===== config.mk =====
export PLATFORM = sky130hd
export DESIGN_NAME = flash_host_ctrl
export DESIGN_NICKNAME = d
export VERILOG_FILES = /design/src/include/flash_host_pkg.sv /design/src/logic/flash_bus_cycle.sv /design/src/logic/flash_host_ctrl.sv
export SDC_FILE = /design/constraint.sdc
export NUM_CORES = 1
export LEC_CHECK = 0
export ABC_CLOCK_PERIOD_IN_PS = 11900
export BUFFER_PORTS_ARGS = -buffer_cell sky130_fd_sc_hd__buf_4
export CAP_MARGIN = 25
export CELL_PAD_IN_SITES_DETAIL_PLACEMENT = 1
export CELL_PAD_IN_SITES_GLOBAL_PLACEMENT = 2
export CORE_ASPECT_RATIO = 1.5
export CORE_MARGIN = 2
export CORE_UTILIZATION = 34
export CTS_BUF_LIST = sky130_fd_sc_hd__clkbuf_16
export DETAILED_ROUTE_END_ITERATION = 12
export PLACE_DENSITY = 0.8
export SLEW_MARGIN = 20
export SYNTH_ARGS = -nofsm -noshare
export SYNTH_HDL_FRONTEND = slang
export SYNTH_SLANG_ARGS = --single-unit

===== constraint.sdc =====
create_clock -name mclk_in -period 11.9 [get_ports mclk_in]
set_clock_uncertainty 0.15 [all_clocks]
set_input_delay 2.38 -clock mclk_in [delete_from_list [all_inputs] [get_ports mclk_in]]
set_output_delay 2.38 -clock mclk_in [all_outputs]
set_load 0.03 [all_outputs]

===== src/include/flash_host_pkg.sv =====
// Package of constants and types shared by the parallel flash host controller.
package flash_host_pkg;

  // Pin and word widths of the flash bus.
  localparam int ADDR_W = 21;
  localparam int DATA_W = 8;
  localparam int SECTOR_W = 5;
  localparam int SECTOR_LSB = 16;

  // Clock rate in kHz; one cycle is 100 ns.
  localparam int CLK_KHZ = 10000;

  // Bus timing figures in ns, as documented or chosen for a slow part.
  localparam int ADDR_ACCESS_NS = 120;
  localparam int SELECT_ACCESS_NS = 120;
  localparam int WRITE_PULSE_NS = 50;
  localparam int WRITE_HIGH_NS = 30;
  localparam int MIN_CLEAR_PULSE_NS = 500;
  localparam int CLEAR_RECOVERY_NS = 50;
  localparam int CLEAR_SETTLE_NS = 20000;

  // Conversion of a least time in ns into whole cycles, never below one.
  function automatic int ns_to_cycles(input int ns);
    int c;
    c = (ns * (CLK_KHZ / 1000) + 999) / 1000;
    return (c < 1) ? 1 : c;
  endfunction : ns_to_cycles

  // Cycle counts derived from the times above.
  localparam int READ_CYC = ns_to_cycles(SELECT_ACCESS_NS);
  localparam int WRITE_LOW_CYC = ns_to_cycles(WRITE_PULSE_NS);
  localparam int WRITE_HIGH_CYC = ns_to_cycles(WRITE_HIGH_NS);
  localparam int CLEAR_PULSE_CYC = ns_to_cycles(MIN_CLEAR_PULSE_NS);
  localparam int CLEAR_RECOVERY_CYC = ns_to_cycles(CLEAR_RECOVERY_NS);
  localparam int CLEAR_SETTLE_CYC = ns_to_cycles(CLEAR_SETTLE_NS);
  localparam int CNT_W = 8;

  // Unlock and command sequence constants.
  localparam logic [ADDR_W-1:0] UNLOCK_ADDR_A = 21'h000555;
  localparam logic [ADDR_W-1:0] UNLOCK_ADDR_B = 21'h0002AA;
  localparam logic [DATA_W-1:0] UNLOCK_DATA_A = 8'hAA;
  localparam logic [DATA_W-1:0] UNLOCK_DATA_B = 8'h55;
  localparam logic [DATA_W-1:0] CMD_PROGRAM = 8'hA0;
  localparam logic [DATA_W-1:0] CMD_ERASE_SETUP = 8'h80;
  localparam logic [DATA_W-1:0] CMD_CHIP_ERASE = 8'h10;
  localparam logic [DATA_W-1:0] CMD_SECTOR_ERASE = 8'h30;
  localparam logic [DATA_W-1:0] CMD_IDENT = 8'h90;
  localparam logic [DATA_W-1:0] CMD_BYPASS = 8'h20;
  localparam logic [DATA_W-1:0] CMD_BYPASS_EXIT0 = 8'h90;
  localparam logic [DATA_W-1:0] CMD_BYPASS_EXIT1 = 8'h00;
  localparam logic [DATA_W-1:0] CMD_READ_ARRAY = 8'hF0;

  // Requests that the user side may make.
  typedef enum logic [3:0] {
    OP_READ,
    OP_PROGRAM,
    OP_SECTOR_ERASE,
    OP_CHIP_ERASE,
    OP_IDENT,
    OP_BYPASS_ENTER,
    OP_BYPASS_EXIT,
    OP_READ_ARRAY,
    OP_CLEAR
  } op_e;

endpackage : flash_host_pkg


===== src/logic/flash_bus_cycle.sv =====
// One flash bus cycle: a timed read or write on the shared pins.
`timescale 1ns/1ns
module flash_bus_cycle
  import flash_host_pkg::*;
(
  // Clock and reset.
  input  wire logic              mclk_in,
  input  wire logic              reset_in,
  // Cycle request.
  input  wire logic              start_in,
  input  wire logic              write_in,
  input  wire logic [ADDR_W-1:0] addr_in,
  input  wire logic [DATA_W-1:0] wdata_in,
  output logic                   done_out,
  output logic [DATA_W-1:0]      rdata_out,
  // Flash pins.
  output logic [ADDR_W-1:0]      addr_out,
  output logic                   chip_select_n_out,
  output logic                   write_strobe_n_out,
  output logic                   output_gate_n_out,
  output logic [DATA_W-1:0]      data_pins_out,
  output logic                   data_pins_oe_n_out,
  input  wire logic [DATA_W-1:0] data_pins_in
);

  typedef enum logic [1:0] {CY_IDLE, CY_LOW, CY_HIGH} cyc_e;

  typedef struct packed {
    cyc_e              st;
    logic              wr;
    logic [CNT_W-1:0]  cnt;
    logic [ADDR_W-1:0] addr;
    logic [DATA_W-1:0] wdata;
    logic [DATA_W-1:0] rdata;
    logic              done;
  } cyc_s;

  cyc_s r;
  cyc_s next_r;

  // Sequencer: strobe low phase, then a recovery high phase before done.
  always_comb begin
    next_r = r;
    next_r.done = 1'b0;
    unique case (r.st)
      CY_IDLE: begin
        if (start_in) begin
          next_r.st = CY_LOW;
          next_r.wr = write_in;
          next_r.addr = addr_in;
          next_r.wdata = wdata_in;
          next_r.cnt = write_in ? CNT_W'(WRITE_LOW_CYC) : CNT_W'(READ_CYC + 1);
        end
      end
      CY_LOW: begin
        if (r.cnt == CNT_W'(1)) begin
          if (!r.wr) begin
            next_r.rdata = data_pins_in;
          end
          next_r.st = CY_HIGH;
          next_r.cnt = CNT_W'(WRITE_HIGH_CYC);
        end else begin
          next_r.cnt = r.cnt - CNT_W'(1);
        end
      end
      CY_HIGH: begin
        if (r.cnt == CNT_W'(1)) begin
          next_r.st = CY_IDLE;
          next_r.done = 1'b1;
        end else begin
          next_r.cnt = r.cnt - CNT_W'(1);
        end
      end
    endcase
  end

  always_ff @(posedge mclk_in or posedge reset_in) begin
    if (reset_in) begin
      r <= '{st: CY_IDLE, wr: 1'b0, cnt: '0, addr: '0, wdata: '0, rdata: '0, done: 1'b0};
    end else begin
      r <= next_r;
    end
  end

  // Pins follow the phase; the gate stays high on writes so no contention.
  assign done_out = r.done;
  assign rdata_out = r.rdata;
  assign addr_out = r.addr;
  assign chip_select_n_out = (r.st != CY_LOW);
  assign write_strobe_n_out = !(r.st == CY_LOW && r.wr);
  assign output_gate_n_out = !(r.st == CY_LOW && !r.wr);
  assign data_pins_out = r.wdata;
  assign data_pins_oe_n_out = !(r.st != CY_IDLE && r.wr);

endmodule : flash_bus_cycle


===== src/logic/flash_host_ctrl.sv =====
// Host controller that drives a parallel flash through its pins.
`timescale 1ns/1ns
module flash_host_ctrl
  import flash_host_pkg::*;
(
  // Clock and reset.
  input  wire logic                mclk_in,
  input  wire logic                reset_in,
  // User request side.
  input  wire logic                req_valid_in,
  input  wire op_e                 req_op_in,
  input  wire logic [ADDR_W-1:0]   req_addr_in,
  input  wire logic [DATA_W-1:0]   req_data_in,
  input  wire logic [SECTOR_W-1:0] req_sector_in,
  input  wire logic                req_more_in,
  output logic                     req_ready_out,
  output logic                     resp_valid_out,
  output logic [DATA_W-1:0]        resp_data_out,
  output logic                     bypass_mode_out,
  output logic                     ident_mode_out,
  output logic                     interrupted_out,
  // Flash pins.
  output logic [ADDR_W-1:0]        addr_out,
  output logic                     chip_select_n_out,
  output logic                     write_strobe_n_out,
  output logic                     output_gate_n_out,
  output logic                     hard_clear_n_out,
  output logic [DATA_W-1:0]        data_pins_out,
  output logic                     data_pins_oe_n_out,
  input  wire logic [DATA_W-1:0]   data_pins_in,
  input  wire logic                ready_busy_in
);

  typedef enum logic [2:0] {
    ST_IDLE,
    ST_WRITE,
    ST_WAIT_WR,
    ST_READ,
    ST_CLEAR_LOW,
    ST_CLEAR_SETTLE,
    ST_CLEAR_RECOVER
  } st_e;

  typedef struct packed {
    st_e               st;
    op_e               op;
    logic [2:0]        step;
    logic [2:0]        last;
    logic [ADDR_W-1:0] addr;
    logic [DATA_W-1:0] data;
    logic              more;
    logic              bypass;
    logic              ident;
    logic              interrupted;
    logic [CNT_W-1:0]  cnt;
    logic [7:0]        settle_hi;
    logic              clear_n;
    logic              resp_v;
    logic [DATA_W-1:0] resp_d;
  } ctl_s;

  ctl_s r;
  ctl_s next_r;

  logic              cyc_start;
  logic              cyc_write;
  logic [ADDR_W-1:0] cyc_addr;
  logic [DATA_W-1:0] cyc_wdata;
  logic              cyc_done;
  logic [DATA_W-1:0] cyc_rdata;

  // Sector base address: the index goes on the top five address lines.
  function automatic logic [ADDR_W-1:0] sector_base(input logic [SECTOR_W-1:0] s);
    return {s, {SECTOR_LSB{1'b0}}};
  endfunction : sector_base

  // Address and data of one write of a command sequence, by step number.
  function automatic logic [ADDR_W+DATA_W-1:0] seq_word(input op_e op, input logic [2:0] step,
                                                        input logic byp, input logic more,
                                                        input logic [ADDR_W-1:0] a, input logic [DATA_W-1:0] d);
    logic [ADDR_W+DATA_W-1:0] w;
    w = {UNLOCK_ADDR_A, CMD_READ_ARRAY};
    unique case (op)
      OP_PROGRAM: begin
        if (byp) begin
          w = (step == 3'd0) ? {UNLOCK_ADDR_A, CMD_PROGRAM} : {a, d};
        end else begin
          unique case (step)
            3'd0: w = {UNLOCK_ADDR_A, UNLOCK_DATA_A};
            3'd1: w = {UNLOCK_ADDR_B, UNLOCK_DATA_B};
            3'd2: w = {UNLOCK_ADDR_A, CMD_PROGRAM};
            default: w = {a, d};
          endcase
        end
      end
      OP_SECTOR_ERASE, OP_CHIP_ERASE: begin
        unique case (step)
          3'd0, 3'd3: w = {UNLOCK_ADDR_A, UNLOCK_DATA_A};
          3'd1, 3'd4: w = {UNLOCK_ADDR_B, UNLOCK_DATA_B};
          3'd2: w = {UNLOCK_ADDR_A, CMD_ERASE_SETUP};
          default: w = (op == OP_CHIP_ERASE) ? {UNLOCK_ADDR_A, CMD_CHIP_ERASE}
                                             : {a, CMD_SECTOR_ERASE};
        endcase
        if (more && op == OP_SECTOR_ERASE) begin
          w = {a, CMD_SECTOR_ERASE};
        end
      end
      OP_IDENT, OP_BYPASS_ENTER: begin
        unique case (step)
          3'd0: w = {UNLOCK_ADDR_A, UNLOCK_DATA_A};
          3'd1: w = {UNLOCK_ADDR_B, UNLOCK_DATA_B};
          default: w = {UNLOCK_ADDR_A, (op == OP_IDENT) ? CMD_IDENT : CMD_BYPASS};
        endcase
      end
      OP_BYPASS_EXIT: w = (step == 3'd0) ? {UNLOCK_ADDR_A, CMD_BYPASS_EXIT0} : {UNLOCK_ADDR_A, CMD_BYPASS_EXIT1};
      default: w = {UNLOCK_ADDR_A, CMD_READ_ARRAY};
    endcase
    return w;
  endfunction : seq_word

  // Number of writes minus one that a request needs.
  function automatic logic [2:0] seq_last(input op_e op, input logic byp, input logic more);
    logic [2:0] n;
    n = 3'd0;
    unique case (op)
      OP_PROGRAM: n = byp ? 3'd1 : 3'd3;
      OP_SECTOR_ERASE: n = more ? 3'd0 : 3'd5;
      OP_CHIP_ERASE: n = 3'd5;
      OP_IDENT, OP_BYPASS_ENTER: n = 3'd2;
      OP_BYPASS_EXIT: n = 3'd1;
      default: n = 3'd0;
    endcase
    return n;
  endfunction : seq_last

  // Main sequencer. Program and erase end once their last write cycle is done, without waiting for the busy pin.
  always_comb begin
    next_r = r;
    next_r.resp_v = 1'b0;
    cyc_start = 1'b0;
    cyc_write = 1'b0;
    {cyc_addr, cyc_wdata} = seq_word(r.op, r.step, r.bypass, r.more, r.addr, r.data);
    unique case (r.st)
      ST_IDLE: begin
        if (req_valid_in) begin
          next_r.op = req_op_in;
          next_r.more = req_more_in;
          next_r.step = 3'd0;
          next_r.data = req_data_in;
          next_r.addr = (req_op_in == OP_SECTOR_ERASE) ? sector_base(req_sector_in) : req_addr_in;
          next_r.last = seq_last(req_op_in, r.bypass, req_more_in);
          unique case (req_op_in)
            OP_CLEAR: begin
              next_r.st = ST_CLEAR_LOW;
              next_r.clear_n = 1'b0;
              next_r.cnt = CNT_W'(CLEAR_PULSE_CYC);
              next_r.interrupted = !ready_busy_in;
            end
            OP_READ: next_r.st = ST_READ;
            OP_PROGRAM, OP_SECTOR_ERASE, OP_CHIP_ERASE: begin
              next_r.st = ST_WRITE;
              next_r.interrupted = 1'b0;
            end
            default: next_r.st = ST_WRITE;
          endcase
        end
      end
      ST_WRITE: begin
        cyc_start = 1'b1;
        cyc_write = 1'b1;
        next_r.st = ST_WAIT_WR;
      end
      ST_WAIT_WR: begin
        if (cyc_done) begin
          if (r.step != r.last) begin
            next_r.step = r.step + 3'd1;
            next_r.st = ST_WRITE;
          end else begin
            unique case (r.op)
              OP_IDENT: next_r.ident = 1'b1;
              OP_BYPASS_ENTER: next_r.bypass = 1'b1;
              OP_BYPASS_EXIT: next_r.bypass = 1'b0;
              OP_READ_ARRAY: next_r.ident = 1'b0;
              default: next_r.ident = r.ident;
            endcase
            next_r.resp_v = 1'b1;
            next_r.st = ST_IDLE;
          end
        end
      end
      ST_READ: begin
        cyc_start = 1'b1;
        {cyc_addr, cyc_wdata} = {r.addr, r.data};
        next_r.st = ST_CLEAR_RECOVER;
        next_r.cnt = '0;
      end
      ST_CLEAR_LOW: begin
        if (r.cnt == CNT_W'(1)) begin
          next_r.clear_n = 1'b1;
          next_r.st = ST_CLEAR_SETTLE;
          next_r.cnt = CNT_W'(CLEAR_RECOVERY_CYC);
          next_r.settle_hi = 8'(CLEAR_SETTLE_CYC);
        end else begin
          next_r.cnt = r.cnt - CNT_W'(1);
        end
      end
      ST_CLEAR_SETTLE: begin
        // Wait recovery, then for busy to rise, bounded by the settle time.
        if (r.cnt != '0) begin
          next_r.cnt = r.cnt - CNT_W'(1);
        end else if (ready_busy_in || r.settle_hi == 8'h00) begin
          next_r.ident = 1'b0;
          next_r.bypass = 1'b0;
          next_r.resp_v = 1'b1;
          next_r.st = ST_IDLE;
        end else begin
          next_r.settle_hi = r.settle_hi - 8'h01;
        end
      end
      ST_CLEAR_RECOVER: begin
        // Read in flight: return data when the cycle completes.
        if (cyc_done) begin
          next_r.resp_v = 1'b1;
          next_r.resp_d = cyc_rdata;
          next_r.st = ST_IDLE;
        end
      end
    endcase
  end

  always_ff @(posedge mclk_in or posedge reset_in) begin
    if (reset_in) begin
      r <= '{st: ST_IDLE, op: OP_READ, step: 3'd0, last: 3'd0, addr: '0, data: '0, more: 1'b0,
             bypass: 1'b0, ident: 1'b0, interrupted: 1'b0, cnt: '0, settle_hi: 8'h00,
             clear_n: 1'b0, resp_v: 1'b0, resp_d: '0};
    end else begin
      r <= next_r;
    end
  end

  // Timed bus cycle engine; chip select high between cycles gives standby.
  flash_bus_cycle u_cycle (
    .mclk_in            (mclk_in),
    .reset_in           (reset_in),
    .start_in           (cyc_start),
    .write_in           (cyc_write),
    .addr_in            (cyc_addr),
    .wdata_in           (cyc_wdata),
    .done_out           (cyc_done),
    .rdata_out          (cyc_rdata),
    .addr_out           (addr_out),
    .chip_select_n_out  (chip_select_n_out),
    .write_strobe_n_out (write_strobe_n_out),
    .output_gate_n_out  (output_gate_n_out),
    .data_pins_out      (data_pins_out),
    .data_pins_oe_n_out (data_pins_oe_n_out),
    .data_pins_in       (data_pins_in)
  );

  // The clear pin is held low through reset so the flash starts clean.
  assign hard_clear_n_out = r.clear_n;
  assign req_ready_out = (r.st == ST_IDLE);
  assign resp_valid_out = r.resp_v;
  assign resp_data_out = r.resp_d;
  assign bypass_mode_out = r.bypass;
  assign ident_mode_out = r.ident;
  assign interrupted_out = r.interrupted;

endmodule : flash_host_ctrl


==> impl_metrics.toml, run 1 <==
[floorplan]
design.portCount = 98
core_area_um2 = 19160
die_height_um = 175.5
start_util_pct = 34.80
dieArea_um2 = 20770
rows = 62
die_width_um = 118.3

[critical_path]
timing.critical_path.required_ps = 9370
path_buf_inv = 1
timing.critical_path.cells = "nor3_1 -> buf_4"
ff2ff_setup_slack_ps = 9120
cp_slowest_stage_delay_ps = 680
critical_path.top_delay_family = "flip-flops"
cpMaxStageDelayCell = "sky130_fd_sc_hd__dfrtp_1"
timing_worst_setup_path_type = "register to primary output"
critical_path_arrival_ps = 1740
path_max_fanout = 21
startpoint_type = "register"
endpoint_kind = "primary output"

[timing]
worst_pin_slew_ps = 883.2
hold_viol_final = 0
setup_total_negative_slack_ps = 0
finalSetupViolations = 0
post-route-worst-setup-slack_ps = 7632
final.min_clock_period_ps = 4268
setup_repair_after_global_routing_missed_its_margin = "false"
timing_max_transition_violations_final = 0
period_utilization_pct = 35.86
slew_headroom_pct = 41.12
finalHoldWorstSlack_ps = 329.5
highest_clock_rate_mhz = 234.3

[route]
post-route-drc-count = 0
detailedRoute.firstPassIterationCount = 4
detail-route-antenna-nets = 0
routed_wire_length_per_instance_um = 18.35
drt_iter0_markers = 262
via_count = 5579
detail_route.vias_per_cell = 5.396
drt-total-wl_um = 18980

[flow_run]
cap_viol_max_count = 0

[clock_tree]
tritoncts = "yes"
post_cts.repair.setup_buffers = 0
clkTransAtPathRegs_ps = 50
clkLatencyLatePin_ps = 420
clk_root_buffer_cell = "sky130_fd_sc_hd__clkbuf_16"
cts.path.max_buffers = 2
ctsHtreeMaxLevel = 4
post_cts.resized_instances = 0
cts_sinks = 121
number_of_hold_repair_buffers_added_at_the_cts_stage = 0
cts_buffers = 17

[synth]
syn_area_um2 = 6668
synth.lib_cells_used.distinct = 60
most_used_standard_cells_in_the_synthesized_netlist = "sky130_fd_sc_hd__dfrtp_1, sky130_fd_sc_hd__nand2_1, sky130_fd_sc_hd__o21ai_0"
fraction_of_the_yosys_area_taken_by_sequential_cells_pct = 45.41
synth-edff-count = 0
postSynthRegisterBits = 121
yosys.area.top_type_share_pct = 45.41
syn_nets = 779
average_size_of_a_mapped_cell_um2 = 9.338
ys_async_sr_fraction_pct = 100.0
most_used_dff_post_synth = "sky130_fd_sc_hd__dfrtp_1"
synth_top_cells_by_area = "sky130_fd_sc_hd__dfrtp_1, sky130_fd_sc_hd__mux2_2, sky130_fd_sc_hd__o21ai_0, sky130_fd_sc_hd__nand2_1, sky130_fd_sc_hd__buf_4"
yosysWarnings = 0
synthMostInstantiatedCell = "sky130_fd_sc_hd__dfrtp_1"
syn-instance-count = 714
synth_area_leader_cell = "sky130_fd_sc_hd__dfrtp_1"

[placement]
dp.cells = 1000
dpl-instance-area_um2 = 7348
detailedPlace.worstSlack_ps = 7554
place_hpwl_um = 13810
portBuffers = 97
gpl.final_weighted_congestion = 0.8625

[final_layout]
post-route-util_pct = 41.61
area_delta_synth_final_pct = 19.57
final_design_instance_area_without_fill_um2 = 7973
fillers = 2204
nets = 830
final_cell_count_no_fill = 1034
antennaDiodeCount = 0
proportion_of_layout_cells_with_a_drive_suffix_above_1_pct = 23.01

[pwr]
pwr-share-comb_pct = 2.9
power_frac_seq_pct = 42.3
clockPowerShare_pct = 54.8
p_sw_share_pct = 21.03
standby_leakage_power_nw = 3.526
internal_power_mw = 0.7731
irDropWorstVdd_mv = 0.05871
total_switching_power_mw = 0.2058
post-layout-total-power_mw = 0.9789
powerDensity_nw_per_um2 = 122.8

[global_route]
overflow = 0
grt_antenna_before_repair = 0
number_of_global_route_vias_before_repair = 6100
grt_max_degree = 70
grt_pass1_wl_um = 31430
track_usage_pct = 19.03

[min_path]
hold_path.class = "register to register"

[run_status]
outcome = "completed"
[power by group through the flow]
stage,sequential (mW),combinational (mW),clock (mW)
floorplan,0.421,0.0112,0
global placement,0.421,0.0291,0
detailed placement,0.421,0.0299,0
CTS,0.414,0.0300,0.547
global route,0.414,0.0323,0.564
finish,0.414,0.0288,0.536
[worst register-to-register path, cell delays in order, from the launching register on]
cell                      delay, ps
sky130_fd_sc_hd__dfrtp_1        500
sky130_fd_sc_hd__ha_1           340
sky130_fd_sc_hd__nor2_1          90
sky130_fd_sc_hd__o31ai_1        590
sky130_fd_sc_hd__nor2b_1        200
sky130_fd_sc_hd__nor2_1         660
sky130_fd_sc_hd__a21oi_1        100
[path summary, 6_finish.rpt]
kind | start | to | cells after the start
setup reg to reg | r[62]$_DFFE_PP0P_ | u_cycle.addr_out[14]$_DFFE_PP0P_ | 6
min in group asynchronous | reset_in | resp_data_out[1]$_DFFE_PP0P_ | 2
hold reg to reg | r[54]$_DFFE_PP0P_ | r[54]$_DFFE_PP0P_ | 2
max in group asynchronous | reset_in | u_cycle.addr_out[4]$_DFFE_PP0P_ | 3
setup / recovery | r[70]$_DFFE_PP0P_ | req_ready_out | 2
hold / removal | r[54]$_DFFE_PP0P_ | r[54]$_DFFE_PP0P_ | 2
[cell type report]
class                      count  area [um2]  area share [%]
clock buffer                  17       425.4           5.336
timing repair buffer         105       785.8           9.856
multi-input combinational    492        3119           39.12
inverter                      28       107.6           1.350
sequential                   121        3028           37.98
clock inverter                15       186.4           2.338
tap                          256       320.3           4.018
[routing by layer]
metal	wire [um]	global-route usage, %	up-vias
li1	-	-	2627
met1	7664	20.97	2827
met2	10380	35.60	98
met3	518	3.409	27
met4	416	7.932	0
met5	0	0	-
[kinds of logic after synthesis]
logic type                 count (synthesis)  synth area share [%]
and+or+nand+nor                          228                 17.49
AOI/OAI and AO/OA                        206                 19.55
xor gates and xnor gates                   8                 1.051
buffers and inverters                    101                 7.881
muxes                                     36                 5.986
DFF                                      121                 45.41
adders and majority gates                 14                 2.627
[layout by cell type, fill, tap and decap left out, types with 5 or more instances in the layout]
master	synthesis	final
sky130_fd_sc_hd__ha_1	14	14
sky130_fd_sc_hd__nand2b_1	14	14
sky130_fd_sc_hd__buf_4	37	104
sky130_fd_sc_hd__o31ai_1	11	11
sky130_fd_sc_hd__o41ai_1	9	9
sky130_fd_sc_hd__a21oi_1	44	44
sky130_fd_sc_hd__a31oi_1	12	12
sky130_fd_sc_hd__nor2_1	45	44
sky130_fd_sc_hd__mux2_2	31	31
sky130_fd_sc_hd__o21ai_0	67	67
sky130_fd_sc_hd__nor2b_1	12	12
sky130_fd_sc_hd__nor3_1	11	11
sky130_fd_sc_hd__nand2_1	81	80
sky130_fd_sc_hd__nor4_1	5	5
sky130_fd_sc_hd__dfrtp_1	121	121
sky130_fd_sc_hd__mux2i_1	5	5
sky130_fd_sc_hd__a22o_1	19	19
sky130_fd_sc_hd__a211oi_1	5	5
sky130_fd_sc_hd__clkbuf_16	0	17
sky130_fd_sc_hd__inv_1	28	30
sky130_fd_sc_hd__nand3b_1	5	5
sky130_fd_sc_hd__nand3_1	8	8
sky130_fd_sc_hd__or3_1	14	14
sky130_fd_sc_hd__o22ai_1	13	13
sky130_fd_sc_hd__xor2_1	8	8
[registers in the layout, summed over array words and instances (netlist names)]
signal,flops
u_cycle.r,11
resp_data_out,8
u_cycle.done_out,1
ident_mode_out,1
interrupted_out,1
hard_clear_n_out,1
bypass_mode_out,1
u_cycle.rdata_out,8
r,59
resp_valid_out,1
u_cycle.addr_out,21
u_cycle.data_pins_out,8
Note: power is estimated with default switching activity, not from simulation.
==> inputs of run 2 (changes only) <==
--- a/config.mk
+++ b/config.mk
@@ -5,17 +5,18 @@
 export SDC_FILE = /design/constraint.sdc
 export NUM_CORES = 1
 export LEC_CHECK = 0
-export ABC_CLOCK_PERIOD_IN_PS = 11900
+export ABC_AREA = 1
+export ABC_CLOCK_PERIOD_IN_PS = 3650
 export BUFFER_PORTS_ARGS = -buffer_cell sky130_fd_sc_hd__buf_4
 export CAP_MARGIN = 25
 export CELL_PAD_IN_SITES_DETAIL_PLACEMENT = 1
 export CELL_PAD_IN_SITES_GLOBAL_PLACEMENT = 2
 export CORE_ASPECT_RATIO = 1.5
 export CORE_MARGIN = 2
-export CORE_UTILIZATION = 34
+export CORE_UTILIZATION = 30
 export CTS_BUF_LIST = sky130_fd_sc_hd__clkbuf_16
 export DETAILED_ROUTE_END_ITERATION = 12
-export PLACE_DENSITY = 0.8
+export PLACE_DENSITY = 0.79
 export SLEW_MARGIN = 20
 export SYNTH_ARGS = -nofsm -noshare
 export SYNTH_HDL_FRONTEND = slang
==> constraint.sdc (replaced) <==
create_clock -name mclk_in -period 3.65 [get_ports mclk_in]
set_clock_uncertainty 0.15 [all_clocks]
set_input_delay 0.73 -clock mclk_in [delete_from_list [all_inputs] [get_ports mclk_in]]
set_output_delay 0.73 -clock mclk_in [all_outputs]
set_load 0.03 [all_outputs]
==> run 2 against run 1 <==
Combinational power grew to 150 times the previous value. Clock power rose to 3.3 times the previous value. Register-to-register slack worse by 7900 ps. Sequential power grew to 5.8 times the previous value. Final area increased by 7.2%. Synthesized area grew 7.5%.
==> impl_metrics.toml, run 2 <==
[final_layout]
layout_commonest_cell = "sky130_fd_sc_hd__nand2_1"
layout.cells.most_common_list = "sky130_fd_sc_hd__nand2_1, sky130_fd_sc_hd__dfrtp_1, sky130_fd_sc_hd__inv_1, sky130_fd_sc_hd__buf_4, sky130_fd_sc_hd__nand3_1"
post-route-util_pct = 36.25
final_cell_count_no_fill = 1347
largest_reg_flops = 59
largest_register = "r"
area_delta_synth_final_pct = 19.14
proportion_of_layout_cells_with_a_drive_suffix_above_1_pct = 18.87
antennaDiodeCount = 0
nets = 1082

[critical_path]
timing.critical_path.required_ps = 2770
path_max_fanout = 22
startpoint_type = "register"
timing_worst_setup_path_type = "register to primary output"
critical_path_arrival_ps = 2100
endpoint_kind = "primary output"

[timing]
finalHoldWorstSlack_ps = 211.3
final.min_clock_period_ps = 2981
setup_total_negative_slack_ps = 0
hold_viol_final = 0
period_utilization_pct = 81.68
timing_max_transition_violations_final = 0
setup_repair_after_global_routing_missed_its_margin = "false"
finalSetupViolations = 0
slew_headroom_pct = 34.06
worst_pin_slew_ps = 989.1
highest_clock_rate_mhz = 335.4

[clock_tree]
ctsHtreeMaxLevel = 4
clk_root_buffer_cell = "sky130_fd_sc_hd__clkbuf_16"
post_cts.repair.setup_buffers = 0
tritoncts = "yes"
cts_sinks = 121
cts.path.max_buffers = 2
clkTransAtPathRegs_ps = 60
clkLatencyLatePin_ps = 430
number_of_hold_repair_buffers_added_at_the_cts_stage = 0
cts_buffers = 17
post_cts.resized_instances = 0

[synth]
synth_top_cells_by_area = "sky130_fd_sc_hd__dfrtp_1, sky130_fd_sc_hd__nand2_1, sky130_fd_sc_hd__nand3_1, sky130_fd_sc_hd__inv_1, sky130_fd_sc_hd__o21ai_0"
synth_top_family_by_area = "simple AND/OR/NAND/NOR gates"
synth-adder-area-share_pct = 2.443
post_synthesis_compound_gate_area_fraction_pct = 12.76
yosys.area.top_type_share_pct = 42.23
area_share_of_and_or_nand_nor_cells_after_synthesis_pct = 29.54
average_size_of_a_mapped_cell_um2 = 7.477
most_used_standard_cells_in_the_synthesized_netlist = "sky130_fd_sc_hd__nand2_1, sky130_fd_sc_hd__dfrtp_1, sky130_fd_sc_hd__inv_1"
fraction_of_the_yosys_area_taken_by_sequential_cells_pct = 42.23
syn_nets = 1024
syn-instance-count = 959
postSynthRegisterBits = 121
synth-xor-area-share_pct = 1.099
synthMostInstantiatedCell = "sky130_fd_sc_hd__nand2_1"
share_of_cell_area_taken_by_muxes_after_synthesis_pct = 0
syn_area_um2 = 7171
synth.lib_cells_used.distinct = 45
most_used_dff_post_synth = "sky130_fd_sc_hd__dfrtp_1"
yosysWarnings = 0
synth-edff-count = 0
synth_area_leader_cell = "sky130_fd_sc_hd__dfrtp_1"
ys_async_sr_fraction_pct = 100.0

[floorplan]
die_height_um = 193.4
core_area_um2 = 23570
start_util_pct = 30.42
rows = 69
dieArea_um2 = 25180
design.portCount = 98
die_width_um = 130.2

[pwr]
standby_leakage_power_nw = 4.315
irDropWorstVdd_mv = 0.3568
powerDensity_nw_per_um2 = 1004

[route]
detail_route.vias_per_cell = 4.614
via_count = 6215
routed_wire_length_per_instance_um = 15.29
post-route-drc-count = 0
detail-route-antenna-nets = 0
drt-total-wl_um = 20600
drt_iter0_markers = 293
detailedRoute.firstPassIterationCount = 4

[global_route]
grt_antenna_before_repair = 0
grt_pass1_wl_um = 34740
overflow = 0
number_of_global_route_vias_before_repair = 6678
track_usage_pct = 17.64
grt_max_degree = 100

[min_path]
hold_path.class = "input port to async pin"

[flow_run]
cap_viol_max_count = 0

[placement]
gpl.final_weighted_congestion = 0.8135
place_hpwl_um = 15260
dp.cells = 1317
portBuffers = 97

[run_status]
outcome = "completed"
## run 2: worst max-delay path, stage by stage (launching register included)
cell and delay [ps]:
sky130_fd_sc_hd__dfrtp_1 990, sky130_fd_sc_hd__nor2_1 140, sky130_fd_sc_hd__nand2_1 240, sky130_fd_sc_hd__inv_1 120, sky130_fd_sc_hd__buf_4 190
## run 2: logic make-up after synthesis
family / count (synthesis)
fa+ha+maj: 14
simple gates: 476
compound gates: 160
flops: 121
xor+xnor: 9
buf+inv: 179
## run 2: through the flow
stage	total power [mW]	setup WS (ps)	cell area, um2
floorplan	5.848	1287	7174
global placement	6.803	1124	7939
detailed placement	6.893	1128	7939
CTS	8.716	698.6	8543
global route	9.389	507.3	8543
finish	8.576	668.8	8543
## run 2: routing by layer
metal / share of wire [%] / track usage (%)
met2: 53 / 31.67
met4: 1.8 / 5.775
met1: 41 / 20.22
met3: 3.5 / 4.204
met5: 0 / 0
## run 2: report_power, final
group / switching, mW / total (mW) / internal [mW]
clock: 0.636 / 1.77 / 1.13
combinational: 2.96 / 4.42 / 1.46
sequential: 0.452 / 2.39 / 1.94
## run 2: cell type report
type / count / area, um2
clock inverters: 13 / 178.9
fillers: 2926 / 15030
well taps: 319 / 399.1
repair buffers: 102 / 778.2
clock buffers: 17 / 425.4
flip-flops and latches: 121 / 3028
multi-input cells: 659 / 3292
inverters: 116 / 441.7
## run 2: final timing paths
path	from	end	slack, ps	cells past startpoint
min	reset_in	u_cycle.addr_out[8]$_DFFE_PP0P_	210	2
min reg2reg	u_cycle.data_pins_out[6]$_DFFE_PP0P_	u_cycle.data_pins_out[6]$_DFFE_PP0P_	330	2
max reg2reg	r[70]$_DFFE_PP0P_	r[57]$_DFFE_PP0P_	1220	6
max in group asynchronous	reset_in	u_cycle.r[45]$_DFFE_PP0P_	2230	3
min in group mclk_in	u_cycle.data_pins_out[6]$_DFFE_PP0P_	u_cycle.data_pins_out[6]$_DFFE_PP0P_	330	2
max	r[70]$_DFFE_PP0P_	req_ready_out	670	4
